`src/include/sca_pkg.sv`:
```
// Purpose: Shared constants and types for the storage card command block
// Assumes: 250 MHz system clock
// Notes:   Times are kept in their own unit; cycle counts derive from them
package sca_pkg;
	// ==========================================================
	// Clock and timing
	localparam int unsigned CLK_PERIOD_NS     = 4;
	localparam int unsigned IDLE_STEP_NS      = 5000000;
	localparam int unsigned IDLE_STEP_CYC     = IDLE_STEP_NS / CLK_PERIOD_NS;
	localparam int unsigned WAIT_MAX_STOR_NS  = 350;
	localparam int unsigned WAIT_MAX_STOR_CYC = WAIT_MAX_STOR_NS / CLK_PERIOD_NS;
	localparam int unsigned WAIT_MAX_PLUS_NS  = 3000;
	localparam int unsigned WAIT_MAX_PLUS_CYC = WAIT_MAX_PLUS_NS / CLK_PERIOD_NS;
	localparam int unsigned WAIT_CNT_W        = 10;
	localparam int unsigned IDLE_STEP_W       = 21;

	// ==========================================================
	// Configuration space
	localparam logic [11:0] CFG_BASE_STORAGE  = 12'h200;
	localparam logic [7:0]  HOST_CURRENT_RST  = 8'h00;

	// ==========================================================
	// Feature sub-codes
	localparam logic [7:0] FEAT_XFER_MODE  = 8'h03;
	localparam logic [7:0] FEAT_ECC_LEN    = 8'h44;
	localparam logic [7:0] FEAT_LOOKAHEAD  = 8'haa;
	localparam logic [7:0] FEAT_COMPAT_A   = 8'h69;
	localparam logic [7:0] FEAT_COMPAT_B   = 8'h96;
	localparam logic [7:0] FEAT_COMPAT_C   = 8'h97;
	localparam logic [7:0] FEAT_HOST_CURR  = 8'h9a;

	// ==========================================================
	// Extra opcodes
	localparam logic [7:0] OPC_ERASE       = 8'hc0;
	localparam logic [7:0] OPC_TRANSLATE   = 8'h87;
	localparam logic [7:0] OPC_WEAR_LEVEL  = 8'hf5;
	localparam logic [7:0] OPC_SENSE       = 8'h03;
	localparam logic [7:0] OPC_WR_NOERASE  = 8'h38;
	localparam logic [7:0] OPC_WRM_NOERASE = 8'hcd;

	typedef enum logic [2:0] {
		OP_BASELINE    = 3'b000,
		OP_ERASE       = 3'b001,
		OP_TRANSLATE   = 3'b010,
		OP_WEAR_LEVEL  = 3'b011,
		OP_SENSE       = 3'b100,
		OP_WR_NOERASE  = 3'b101,
		OP_WRM_NOERASE = 3'b110
	} sca_op_t;

	typedef enum logic [1:0] {
		MODE_MEMORY      = 2'b00,
		MODE_IO          = 2'b01,
		MODE_DIRECT_DISK = 2'b10
	} sca_mode_t;

	typedef enum logic [1:0] {
		ST_READY = 2'b00,
		ST_EXEC  = 2'b01,
		ST_SLEEP = 2'b10
	} sca_state_t;

	typedef struct packed {
		logic [7:0] opcode;
		logic [7:0] feature;
		logic [7:0] count;
	} sca_cmd_t;

	typedef struct packed {
		logic done;
		logic aborted;
	} sca_rsp_t;
endpackage : sca_pkg

```
`src/core/sca_core.sv`:
```
// Purpose: Command decode, feature handling, idle timer and wait limit
// Assumes: Command side logic shares clk_sys; mode strap arrives from a pin
// Notes:   Baseline commands pass to the backend unchanged

// Notes on behaviour
// Abort transfer-mode, ECC-length, look-ahead features
// Accept three legacy features with no effect
// Record host current capability and respect it
// Decode erase, translate and wear-level opcodes
// Decode sense and no-erase write opcodes
// Idle timer unit equals 5 ms
// Any command wakes the card from sleep
// Storage card config registers at 200h
// Non-storage card reports its config base
// Wait limited to 350 ns or 3 us
// Access modes required by card class
// Power level 1 makes a non-storage card
// Unknown feature sub-codes end aborted
module sca_core #(
	parameter int unsigned  IDLE_STEP     = sca_pkg::IDLE_STEP_CYC,
	parameter logic [7:0]   SET_FEAT_OPC  = 8'hef,
	parameter bit           STORAGE_CARD  = 1'b1,
	parameter bit           DISK_OPTIONAL = 1'b0,
	parameter logic [11:0]  PLUS_CFG_BASE = 12'h400,
	parameter logic [7:0]   LVL1_MIN_CURR = 8'h01
) (
	input  wire logic              clk_sys,
	input  wire logic              reset_n,
	input  wire logic              ce,
	input  wire sca_pkg::sca_cmd_t cmd_in,
	input  wire logic              cmd_valid,
	output logic                   cmd_ready,
	output logic                   exec_valid,
	output sca_pkg::sca_op_t       exec_op,
	output sca_pkg::sca_cmd_t      exec_cmd,
	input  wire logic              exec_done,
	input  wire logic              exec_error,
	input  wire logic              sleep_enter,
	output sca_pkg::sca_rsp_t      rsp,
	output logic                   asleep,
	input  wire logic              idle_load,
	input  wire logic [7:0]        idle_units,
	output logic                   standby_req,
	input  wire logic              wait_req,
	output logic                   wait_n,
	output logic                   wait_cut,
	input  wire logic              lvl1_cfg_req,
	output logic [7:0]             host_current,
	output logic                   lvl1_active,
	output logic                   card_nonstorage,
	output logic [11:0]            cfg_base,
	input  wire logic [1:0]        mode_pin,
	output logic                   mode_ok
);
	import sca_pkg::*;

	// ==========================================================
	// Decode helpers
	function automatic sca_op_t decode_op(input logic [7:0] opc);
		sca_op_t op;
		op = OP_BASELINE;
		case (opc)
			OPC_ERASE:       op = OP_ERASE;
			OPC_TRANSLATE:   op = OP_TRANSLATE;
			OPC_WEAR_LEVEL:  op = OP_WEAR_LEVEL;
			OPC_SENSE:       op = OP_SENSE;
			OPC_WR_NOERASE:  op = OP_WR_NOERASE;
			OPC_WRM_NOERASE: op = OP_WRM_NOERASE;
			default:         op = OP_BASELINE;
		endcase
		return op;
	endfunction : decode_op

	// Only the legacy and host-current codes are known; all else aborts
	function automatic logic feature_known(input logic [7:0] feat);
		logic ok;
		ok = 1'b0;
		case (feat)
			FEAT_COMPAT_A:  ok = 1'b1;
			FEAT_COMPAT_B:  ok = 1'b1;
			FEAT_COMPAT_C:  ok = 1'b1;
			FEAT_HOST_CURR: ok = 1'b1;
			FEAT_XFER_MODE: ok = 1'b0;
			FEAT_ECC_LEN:   ok = 1'b0;
			FEAT_LOOKAHEAD: ok = 1'b0;
			default:        ok = 1'b0;
		endcase
		return ok;
	endfunction : feature_known

	// ==========================================================
	// Command acceptance
	sca_state_t state_q;
	sca_state_t state_d;
	logic       take;
	logic       is_feat;
	logic       feat_ok;

	assign is_feat   = (cmd_in.opcode == SET_FEAT_OPC);
	assign feat_ok   = feature_known(cmd_in.feature);
	assign cmd_ready = (state_q != ST_EXEC);
	assign take      = ce && cmd_valid && cmd_ready;
	assign asleep    = (state_q == ST_SLEEP);

	always_comb begin
		state_d = state_q;
		case (state_q)
			ST_READY: begin
				if (cmd_valid && !is_feat) begin
					state_d = ST_EXEC;
				end else if (!cmd_valid && sleep_enter) begin
					state_d = ST_SLEEP;
				end
			end
			ST_EXEC: begin
				if (exec_done) begin
					state_d = ST_READY;
				end
			end
			ST_SLEEP: begin
				// No reset needed: the next command itself is run
				if (cmd_valid) begin
					state_d = is_feat ? ST_READY : ST_EXEC;
				end
			end
			default: state_d = ST_READY;
		endcase
	end

	always_ff @(posedge clk_sys or negedge reset_n) begin
		if (!reset_n) begin
			state_q <= ST_READY;
		end else if (ce) begin
			state_q <= state_d;
		end
	end

	// ==========================================================
	// Backend hand-off
	always_ff @(posedge clk_sys or negedge reset_n) begin
		if (!reset_n) begin
			exec_valid <= 1'b0;
			exec_op    <= OP_BASELINE;
			exec_cmd   <= '0;
		end else if (ce) begin
			exec_valid <= take && !is_feat;
			if (take && !is_feat) begin
				exec_op  <= decode_op(cmd_in.opcode);
				exec_cmd <= cmd_in;
			end
		end
	end

	// ==========================================================
	// Completion
	always_ff @(posedge clk_sys or negedge reset_n) begin
		if (!reset_n) begin
			rsp <= '0;
		end else if (ce) begin
			if (take && is_feat) begin
				rsp.done    <= 1'b1;
				rsp.aborted <= !feat_ok;
			end else if (state_q == ST_EXEC && exec_done) begin
				rsp.done    <= 1'b1;
				rsp.aborted <= exec_error;
			end else begin
				rsp <= '0;
			end
		end
	end

	// ==========================================================
	// Host current capability and power level 1
	logic [7:0] host_curr_q;

	always_ff @(posedge clk_sys or negedge reset_n) begin
		if (!reset_n) begin
			host_curr_q <= HOST_CURRENT_RST;
		end else if (ce) begin
			if (take && is_feat && cmd_in.feature == FEAT_HOST_CURR) begin
				host_curr_q <= cmd_in.count;
			end
		end
	end

	assign host_current = host_curr_q;

	// Level 1 only when the host said it can source enough current
	always_ff @(posedge clk_sys or negedge reset_n) begin
		if (!reset_n) begin
			lvl1_active <= 1'b0;
		end else if (ce) begin
			lvl1_active <= lvl1_cfg_req && (host_curr_q >= LVL1_MIN_CURR);
		end
	end

	// A storage build turns non-storage one cycle after level 1 comes into use
	always_ff @(posedge clk_sys or negedge reset_n) begin
		if (!reset_n) begin
			card_nonstorage <= !STORAGE_CARD;
		end else if (ce) begin
			card_nonstorage <= !STORAGE_CARD || lvl1_active;
		end
	end

	always_ff @(posedge clk_sys or negedge reset_n) begin
		if (!reset_n) begin
			cfg_base <= CFG_BASE_STORAGE;
		end else if (ce) begin
			cfg_base <= card_nonstorage ? PLUS_CFG_BASE : CFG_BASE_STORAGE;
		end
	end

	// ==========================================================
	// Access mode check
	logic [1:0] mode_meta_q;
	logic [1:0] mode_sync_q;

	always_ff @(posedge clk_sys or negedge reset_n) begin
		if (!reset_n) begin
			mode_meta_q <= 2'h0;
			mode_sync_q <= 2'h0;
		end else if (ce) begin
			mode_meta_q <= mode_pin;
			mode_sync_q <= mode_meta_q;
		end
	end

	always_ff @(posedge clk_sys or negedge reset_n) begin
		if (!reset_n) begin
			mode_ok <= 1'b0;
		end else if (ce) begin
			case (mode_sync_q)
				MODE_MEMORY:      mode_ok <= 1'b1;
				MODE_IO:          mode_ok <= 1'b1;
				MODE_DIRECT_DISK: mode_ok <= !card_nonstorage || !DISK_OPTIONAL;
				default:          mode_ok <= 1'b0;
			endcase
		end
	end

	// ==========================================================
	// Idle timer: units of one step each, zero disables
	logic [IDLE_STEP_W-1:0] step_q;
	logic [7:0]             units_q;
	logic [7:0]             left_q;
	logic                   step_end;

	assign step_end = (step_q == IDLE_STEP_W'(IDLE_STEP - 1));

	always_ff @(posedge clk_sys or negedge reset_n) begin
		if (!reset_n) begin
			units_q <= 8'h00;
		end else if (ce && idle_load) begin
			units_q <= idle_units;
		end
	end

	// Any command restarts the countdown, so a busy card never idles out
	always_ff @(posedge clk_sys or negedge reset_n) begin
		if (!reset_n) begin
			step_q      <= '0;
			left_q      <= 8'h00;
			standby_req <= 1'b0;
		end else if (ce) begin
			standby_req <= 1'b0;
			if (idle_load || take || state_q != ST_READY) begin
				step_q <= '0;
				left_q <= idle_load ? idle_units : units_q;
			end else if (left_q != 8'h00) begin
				if (step_end) begin
					step_q <= '0;
					left_q <= left_q - 8'h01;
					standby_req <= (left_q == 8'h01);
				end else begin
					step_q <= step_q + IDLE_STEP_W'(1);
				end
			end
		end
	end

	// ==========================================================
	// Wait limiter
	logic [WAIT_CNT_W-1:0] wait_cnt_q;
	logic [WAIT_CNT_W-1:0] wait_lim;
	logic                  wait_q;

	assign wait_lim = card_nonstorage ? WAIT_CNT_W'(WAIT_MAX_PLUS_CYC)
	                                  : WAIT_CNT_W'(WAIT_MAX_STOR_CYC);

	// Cut-off holds until the request drops, trading data for bus timing
	always_ff @(posedge clk_sys or negedge reset_n) begin
		if (!reset_n) begin
			wait_q     <= 1'b0;
			wait_cut   <= 1'b0;
			wait_cnt_q <= '0;
		end else if (ce) begin
			if (!wait_req) begin
				wait_q     <= 1'b0;
				wait_cut   <= 1'b0;
				wait_cnt_q <= '0;
			end else if (wait_cut || (wait_q && wait_cnt_q >= wait_lim - 1'b1)) begin
				wait_q   <= 1'b0;
				wait_cut <= 1'b1;
			end else begin
				wait_q     <= 1'b1;
				wait_cnt_q <= wait_q ? wait_cnt_q + 1'b1 : WAIT_CNT_W'(1);
			end
		end
	end

	assign wait_n = !wait_q;
endmodule : sca_core

```
`config.mk`:
```
export PLATFORM = sky130hd
export DESIGN_NAME = sca_core
export DESIGN_NICKNAME = d
export VERILOG_FILES = /design/src/include/sca_pkg.sv /design/src/core/sca_core.sv
export SDC_FILE = /design/constraint.sdc
export NUM_CORES = 1
export LEC_CHECK = 0
export ABC_AREA = 1
export BUFFER_PORTS_ARGS = -buffer_cell sky130_fd_sc_hd__clkbuf_2
export CORE_ASPECT_RATIO = 1.25
export CORE_UTILIZATION = 56
export CTS_CLUSTER_SIZE = 40
export DETAILED_ROUTE_END_ITERATION = 8
export PLACE_DENSITY = 0.8
export SLEW_MARGIN = 20
export SYNTH_ARGS = -nofsm -noshare
export SYNTH_HDL_FRONTEND = slang
export SYNTH_SLANG_ARGS = --single-unit
```
`constraint.sdc`:
```
create_clock -name clk_sys -period 2.5 [get_ports clk_sys]
set_clock_uncertainty 0.15 [all_clocks]
set_input_delay 0.5 -clock clk_sys [delete_from_list [all_inputs] [get_ports clk_sys]]
set_output_delay 0.5 -clock clk_sys [all_outputs]
set_load 0.05 [all_outputs]
```
Yosys cells after proc, flatten, opt, wreduce, memory -nomap -nowiden
Index checks and enable logic that the tools add are counted.

Register bits: 109. Output and inout bits: 58.

Add/sub/neg operators: 4. $lt $le $gt $ge: 2. Equality and inequality tests: 23. Mux-type cells: 30. Reduce and logical (&&, ||, !) cells: 33.

Operators by type and width (number): equality test 8 bit (second input constant) (8); 2-to-1 mux 21 bit (3); 2-to-1 mux 10 bit (4); 2-to-1 mux 8 bit (4); adder 21 x 1 -> 21 bit (second input constant) (1); equality test 21 bit (second input constant) (1); case mux 3 bit (6 select lines) (1); 2-to-1 mux 2 bit (6); logical AND 1 bit (11); 2-to-1 mux 11 bit (1); adder 10 x 1 -> 10 bit (second input constant) (1); greater-or-equal comparator 10 bit (1); 2-to-1 mux 1 bit (10); AND reduction 2 bit (5); subtractor 10 x 1 -> 10 bit (second input constant) (1); equality test 8 x 1 -> 1 bit (second input constant) (1); equality test 8 x 2 -> 1 bit (second input constant) (1); equality test 8 x 6 -> 1 bit (second input constant) (1); equality test 8 x 7 -> 1 bit (second input constant) (1); greater-or-equal comparator 8 x 1 -> 1 bit (second input constant) (1); nonzero test 8 bit (1); subtractor 8 x 1 -> 8 bit (second input constant) (1); != test 2 bit (second input constant) (3); case mux 2 bit (3 select lines) (1); 12 further kinds (23).

Logic depth before layout (Yosys ltp)
Depth after elaboration: 7. Gate-level depth with buffers: 14. Gate-level depth less buffers: 14.

Least setup slack after synthesis
Ideal clock, no wire load.

Kind: reg2reg. From: register card_nonstorage. To: register wait_cnt_q[0]. Setup time: 0.117 ns. Data arrival time: 2.087 ns. Required time: 2.233 ns. Slack: 0.146 ns. Cell stages (with the launch flop): 13. Clock period less this slack: 2.354 ns. Cells stage by stage: dfrtp_1 > inv_1 > ha_1 > a21oi_1 > nand2_1 > nor2_1 > nand3_1 > nand2_1 > nand2_1 > nand2_1 > nand2_1 > nand2_1 > nand2_1.

Longest elaborated chain between the ends: 7.

RTL lines: from (decl) (RTL line sca_core.sv:50) `output logic card_nonstorage,`; from (signal assigned) (RTL line sca_core.sv:200) `card_nonstorage <= !STORAGE_CARD;`; from (signal assigned) (RTL line sca_core.sv:202) `card_nonstorage <= !STORAGE_CARD || lvl1_active;`; 2-to-1 mux 10 bit (RTL line sca_core.sv:288) `assign wait_lim = card_nonstorage ? WAIT_CNT_W'(WAIT_MAX_PLUS_CYC)`; via wait_lim[0] (RTL line sca_core.sv:285) `logic [WAIT_CNT_W-1:0] wait_lim;`; subtractor 10 x 1 -> 10 bit (RTL line sca_core.sv:302) `end else if (wait_cut || (wait_q && wait_cnt_q >= wait_lim - 1'b1)) begin`; greater-or-equal comparator 10 bit (RTL line sca_core.sv:302); logical AND 1 bit (RTL line sca_core.sv:302); logical OR 1 bit (RTL line sca_core.sv:302); != test 2 bit (no line); AND reduction 2 bit (no line); to (signal assigned) (RTL line sca_core.sv:307) `wait_cnt_q <= wait_q ? wait_cnt_q + 1'b1 : WAIT_CNT_W'(1);`; to (decl) (RTL line sca_core.sv:284) `logic [WAIT_CNT_W-1:0] wait_cnt_q;`.

The timed path passes the listed nets, and every way through them passes these cells. A chain may end at the register's enable or synchronous reset.

Final worst setup path
From: register step_q[1]. To: register left_q[4].

Longest elaborated chain between the ends: 3.

RTL lines: from (decl) (RTL line sca_core.sv:244) `logic [IDLE_STEP_W-1:0] step_q;`; from (signal assigned) (RTL line sca_core.sv:276) `step_q <= step_q + IDLE_STEP_W'(1);`; equality test 21 bit (RTL line sca_core.sv:249) `assign step_end = (step_q == IDLE_STEP_W'(IDLE_STEP - 1));`; nonzero test 2 bit (no line); AND reduction 3 bit (no line); to (signal assigned) (RTL line sca_core.sv:269) `left_q <= idle_load ? idle_units : units_q;`; to (signal assigned) (RTL line sca_core.sv:273) `left_q <= left_q - 8'h01;`; to (decl) (RTL line sca_core.sv:246) `logic [7:0] left_q;`.

No other way between the ends.

==> results by stage <==
Global route:
- The wire length of the first global-routing pass is 21.13 mm.
- The overall track demand over capacity in global routing is 26.20%.
- After global routing the overflow that remains totals 0.
- Entering global routing, the biggest net connects 54 pins.
- The via count of the first global-routing pass is between 4000 and 5000.
- The initial antenna violation count is 0.

Routing:
- The iteration count of the initial detailed-routing pass is 5.
- The routed wire length is 12.73 mm.
- In the final routing, the length of wire on met1 measures 5.156 mm.
- The routed design uses around 700 µm of met3 wire.
- The number of nets with antenna violations after routing is 0.
- Dividing the detail-routed wire length by the instance count gives 13.76 µm.
- After detailed routing, the number of vias per cell comes to between 5 and 6.
- The detailed router's first-iteration violation count is ~260.
- For this run, design rule violations remaining after detail routing come to 0.
- The highest metal layer carrying signal wires in the routed design is met4.
- The met2 wire length is ~6.5 mm.
- The via count of the routed design is 4962.

Finish:
- After filler insertion, the fill cell instance count of the layout stands at 786.
- The library cell used most frequently in the layout, excluding fill and tap cells, is sky130_fd_sc_hd__nand2_1.
- Excluding fillers, the count of instances in the completed layout stands at 925.
- The library cells used most frequently in the layout, excluding fill and tap cells, are sky130_fd_sc_hd__nand2_1 (231), sky130_fd_sc_hd__dfrtp_1 (97), sky130_fd_sc_hd__clkbuf_2 (90).
- The final net count is 853.
- Of the cells placed in the final design, the portion with a size suffix greater than 1 is 18.70%.
- The count of inserted antenna diode cells is 0.
- The area growth from synthesis to layout is 16.66%.

Clock network:
- TritonCTS built the clock tree.
- The clock-pin slew on the worst setup and hold paths is approximately 70 ps.
- No sink is reached through more buffers than the 2 on the longest clock path.
- In this run, CTS created clock tree buffers numbering 9.
- The clock reaches the later pin of the worst-skew pair after 350 ps.
- The clock drives 99 sinks.
- The cell at the root of the clock tree is sky130_fd_sc_hd__clkbuf_16.
- The H-tree was split into 3 levels.

Critical path:
- The worst setup path is launched from a flop.
- The largest single stage delay on the critical path is ~380 ps.
- The classification of the worst setup path is flop to flop.
- The capturing element type of the critical path is a flop.
- The arrival time of data at the critical path endpoint is 2270 ps.
- Along the worst path, the maximum fanout reaches 23.
- Across all register-to-register paths, the minimum setup slack is 290 ps.
- For this design, the slowest cell found on the critical path is sky130_fd_sc_hd__dfrtp_1.
- The critical path data required time is 2570 ps.
- The signal on the critical path passes through ha_1 -> nand3_1 -> nor4_2 -> nand3_1 -> nand2_1 -> nand2_2 -> nand2_1 -> o21ai_2.

Die:
- The horizontal extent of the die is 89.95 µm.
- The initial core utilization is slightly below 60%.
- The total number of placement rows is 39.
- The total area inside the core boundary comes to 9271 µm².
- The die area is 10070 µm².
- In this run the count of I/O pins placed on the die edge is about 100.
- The floorplan die height is 111.9 µm.

Logic synthesis:
- In this run the mean area of a mapped cell was 7.723 µm².
- The sequential area share after synthesis is 45.78%.
- The xor and xnor fraction of the mapped netlist area is 2.103%.
- The number of warnings printed during yosys synthesis is 0.
- In this run the biggest area consumer among cell types represents 45.30% of the synthesized area.
- Summing the areas of all compound-gate instances in the mapped netlist gives 8.482% of the synthesized area.
- The post-synthesis async set-or-reset flop share is 100.0%.
- The cell area that synthesis handed to floorplanning was 5414 µm².
- The top flip-flop cell by instance count after synthesis is sky130_fd_sc_hd__dfrtp_1.
- The number of distinct library cells after synthesis is 41.
- The number of enable flip-flop cells after synthesis is 0.
- The simple-gate portion of the synthesized area is 30.39%.
- The largest total area in the synthesized netlist belongs to sky130_fd_sc_hd__dfrtp_1.
- The main combinational cell family by area after synthesis is simple AND/OR/NAND/NOR gates.
- The area share of fa/ha/maj cells after synthesis is 2.773%.
- By area the synthesized netlist is led by sky130_fd_sc_hd__dfrtp_1 (45%), sky130_fd_sc_hd__nand2_1 (16%), sky130_fd_sc_hd__inv_1 (4.9%), sky130_fd_sc_hd__o21ai_0 (4.9%), sky130_fd_sc_hd__nor2_1 (4.2%).
- Of the post-synthesis cell area, the part taken by muxes is 1.849%.
- Synthesis inferred just under 100 register bits.
- Counting every instance in the synthesized netlist gives 701.

STA:
- Setup violations remaining at the end of the flow were counted as 0.
- At the pin with the least slew margin, the transition time is 510.0 ps.
- Adding up every negative setup slack in the final design gives 0 ps.
- Timing would allow up to 453.5 MHz.
- The time the worst path needs with I/O delays and setup is 2205 ps.
- The number of max-slew violations in the final report came to 0.
- Setup repair after global routing left no endpoint under its margin.
- The final critical-path share of the clock period is 88.20%.
- The final hold slack is around 200 ps.
- The relative slew slack is 65.88%.
- The count of endpoints failing hold in the final timing report is 0.

Status:
- The run finished with clean final reports.

Power:
- Of the total power, combinational logic draws 33.9%.
- IR analysis of the VDD net gives a maximum drop of 0.0008225 V.
- The internal power of the cells totals 3.222 mW.
- In this run switching power makes up 40.94% of total power.
- Registers are responsible for 38.5% of the overall power.
- The switching power is 2.234 mW.
- The leakage power is 3.264 nW.
- The clock network burns 27.7% of the power.
- For this design the ratio of total power to cell area is roughly 860 nW/µm².

Placed design:
- At the end of routability-driven placement, the weighted congestion stood at 0.9987.
- The number of cells after detailed placement is roughly 910.
- The half-perimeter wire length after placement is around 9.4 mm.
- The count of buffers inserted at the top-level ports is 91.

Job:
- The tool flagged a number of max-cap violations equal to 0.

Hold path:
- The path class of the lowest-slack min-delay path is input port to flop.
## stage by stage
stage / power [mW] / setup WS (ps) / instance area (µm²) / util, %
6_report: 5.456 / 295.0 / 6316 / 68.12
4_1_cts: 5.488 / 186.8 / 6307 / 68.03
5_1_grt: 5.714 / 54.58 / 6316 / 68.12
3_5_place_dp: 3.958 / 201.0 / 5973 / 64.43
3_3_place_gp: 3.894 / 327.2 / 5973 / 64.43
2_1_floorplan: 3.483 / 145.8 / 5448 / -
## cell families after synthesis
kind of cell,count (synthesis)
AO/OA/AOI/OAI,79
XOR/XNOR,13
adder cells (fa/ha/maj),12
buffers and inverters,102
flip-flops,99
multiplexers,9
other,1
AND/OR/NAND/NOR,386
## flip-flops by register name, indices dropped and copies added (netlist names), 3 cells and up
signal and flops:
step_q 21, units_q 8, host_current 8, wait_cnt_q 10
left_q 8, exec_op 3, exec_cmd 24
## what timing repair did
item,4_1_cts,5_1_grt
setup endpoints to repair,0,10
hold buffers,1,0
setup buffers,0,0
hold endpoints to repair,27,0
resized for setup,0,3
## area by class of cell
type,instances,area [µm²],area share [%]
multi-input combinational,509,2514,39.80
clock inverter,7,98.84,1.565
timing repair buffer,103,563.0,8.914
inverter,75,281.5,4.457
tap,123,153.9,2.437
sequential,99,2480,39.26
clock buffer,9,225.2,3.566
## final timing paths
path / start / endpoint / cells after the start
setup / recovery: step_q[1]$_DFFE_PN0P_ / left_q[4]$_DFFE_PN0P_ / 8
hold / removal: mode_pin[1] / mode_meta_q[1]$_DFFE_PN0P_ / 3
setup reg to reg: step_q[1]$_DFFE_PN0P_ / left_q[4]$_DFFE_PN0P_ / 8
hold reg to reg: mode_sync_q[0]$_DFFE_PN0P_ / mode_ok$_DFFE_PN0P_ / 1
max in group asynchronous: reset_n / cfg_base[9]$_DFFE_PN1P_ / 3
min in group asynchronous: reset_n / left_q[7]$_DFFE_PN0P_ / 2
## cells in the mapped netlist, drive strengths merged (4+ instances only)
cell type / count
nand2: 233
dfrtp: 98
inv: 75
nor2: 66
o21ai: 60
nand3: 41
buf: 23
nand4: 16
nor3: 15
ha: 12
a21oi: 9
xor2: 9
mux2: 8
nor4: 8
clkbuf: 4
xnor2: 4
## metal layers
metal | vias up | track usage (%)
met2 | 151 | 46.00
met5 | - | 0
met3 | 33 | 6.421
li1 | 2426 | -
met4 | 0 | 11.29
met1 | 2352 | 30.52
## worst max-delay path: cells and delay by family (launching register included)
kind,cells,cell delay [ps]
AND/OR/NAND/NOR,6,1210
adder cells (fa/ha/maj),1,280
flip-flops,1,380
AO/OA/AOI/OAI,1,70
## power by group through the flow
| stage | Clock [mW] | Combinational, mW | Sequential, mW |
|---|---|---|---|
| global route | 1.60 | 1.98 | 2.13 |
| finish | 1.51 | 1.85 | 2.10 |
| detailed placement | 0 | 1.84 | 2.12 |
| global placement | 0 | 1.79 | 2.10 |
| floorplan | 0 | 0.768 | 2.72 |
| CTS | 1.54 | 1.85 | 2.09 |
Power figures use the tool's default switching activity.
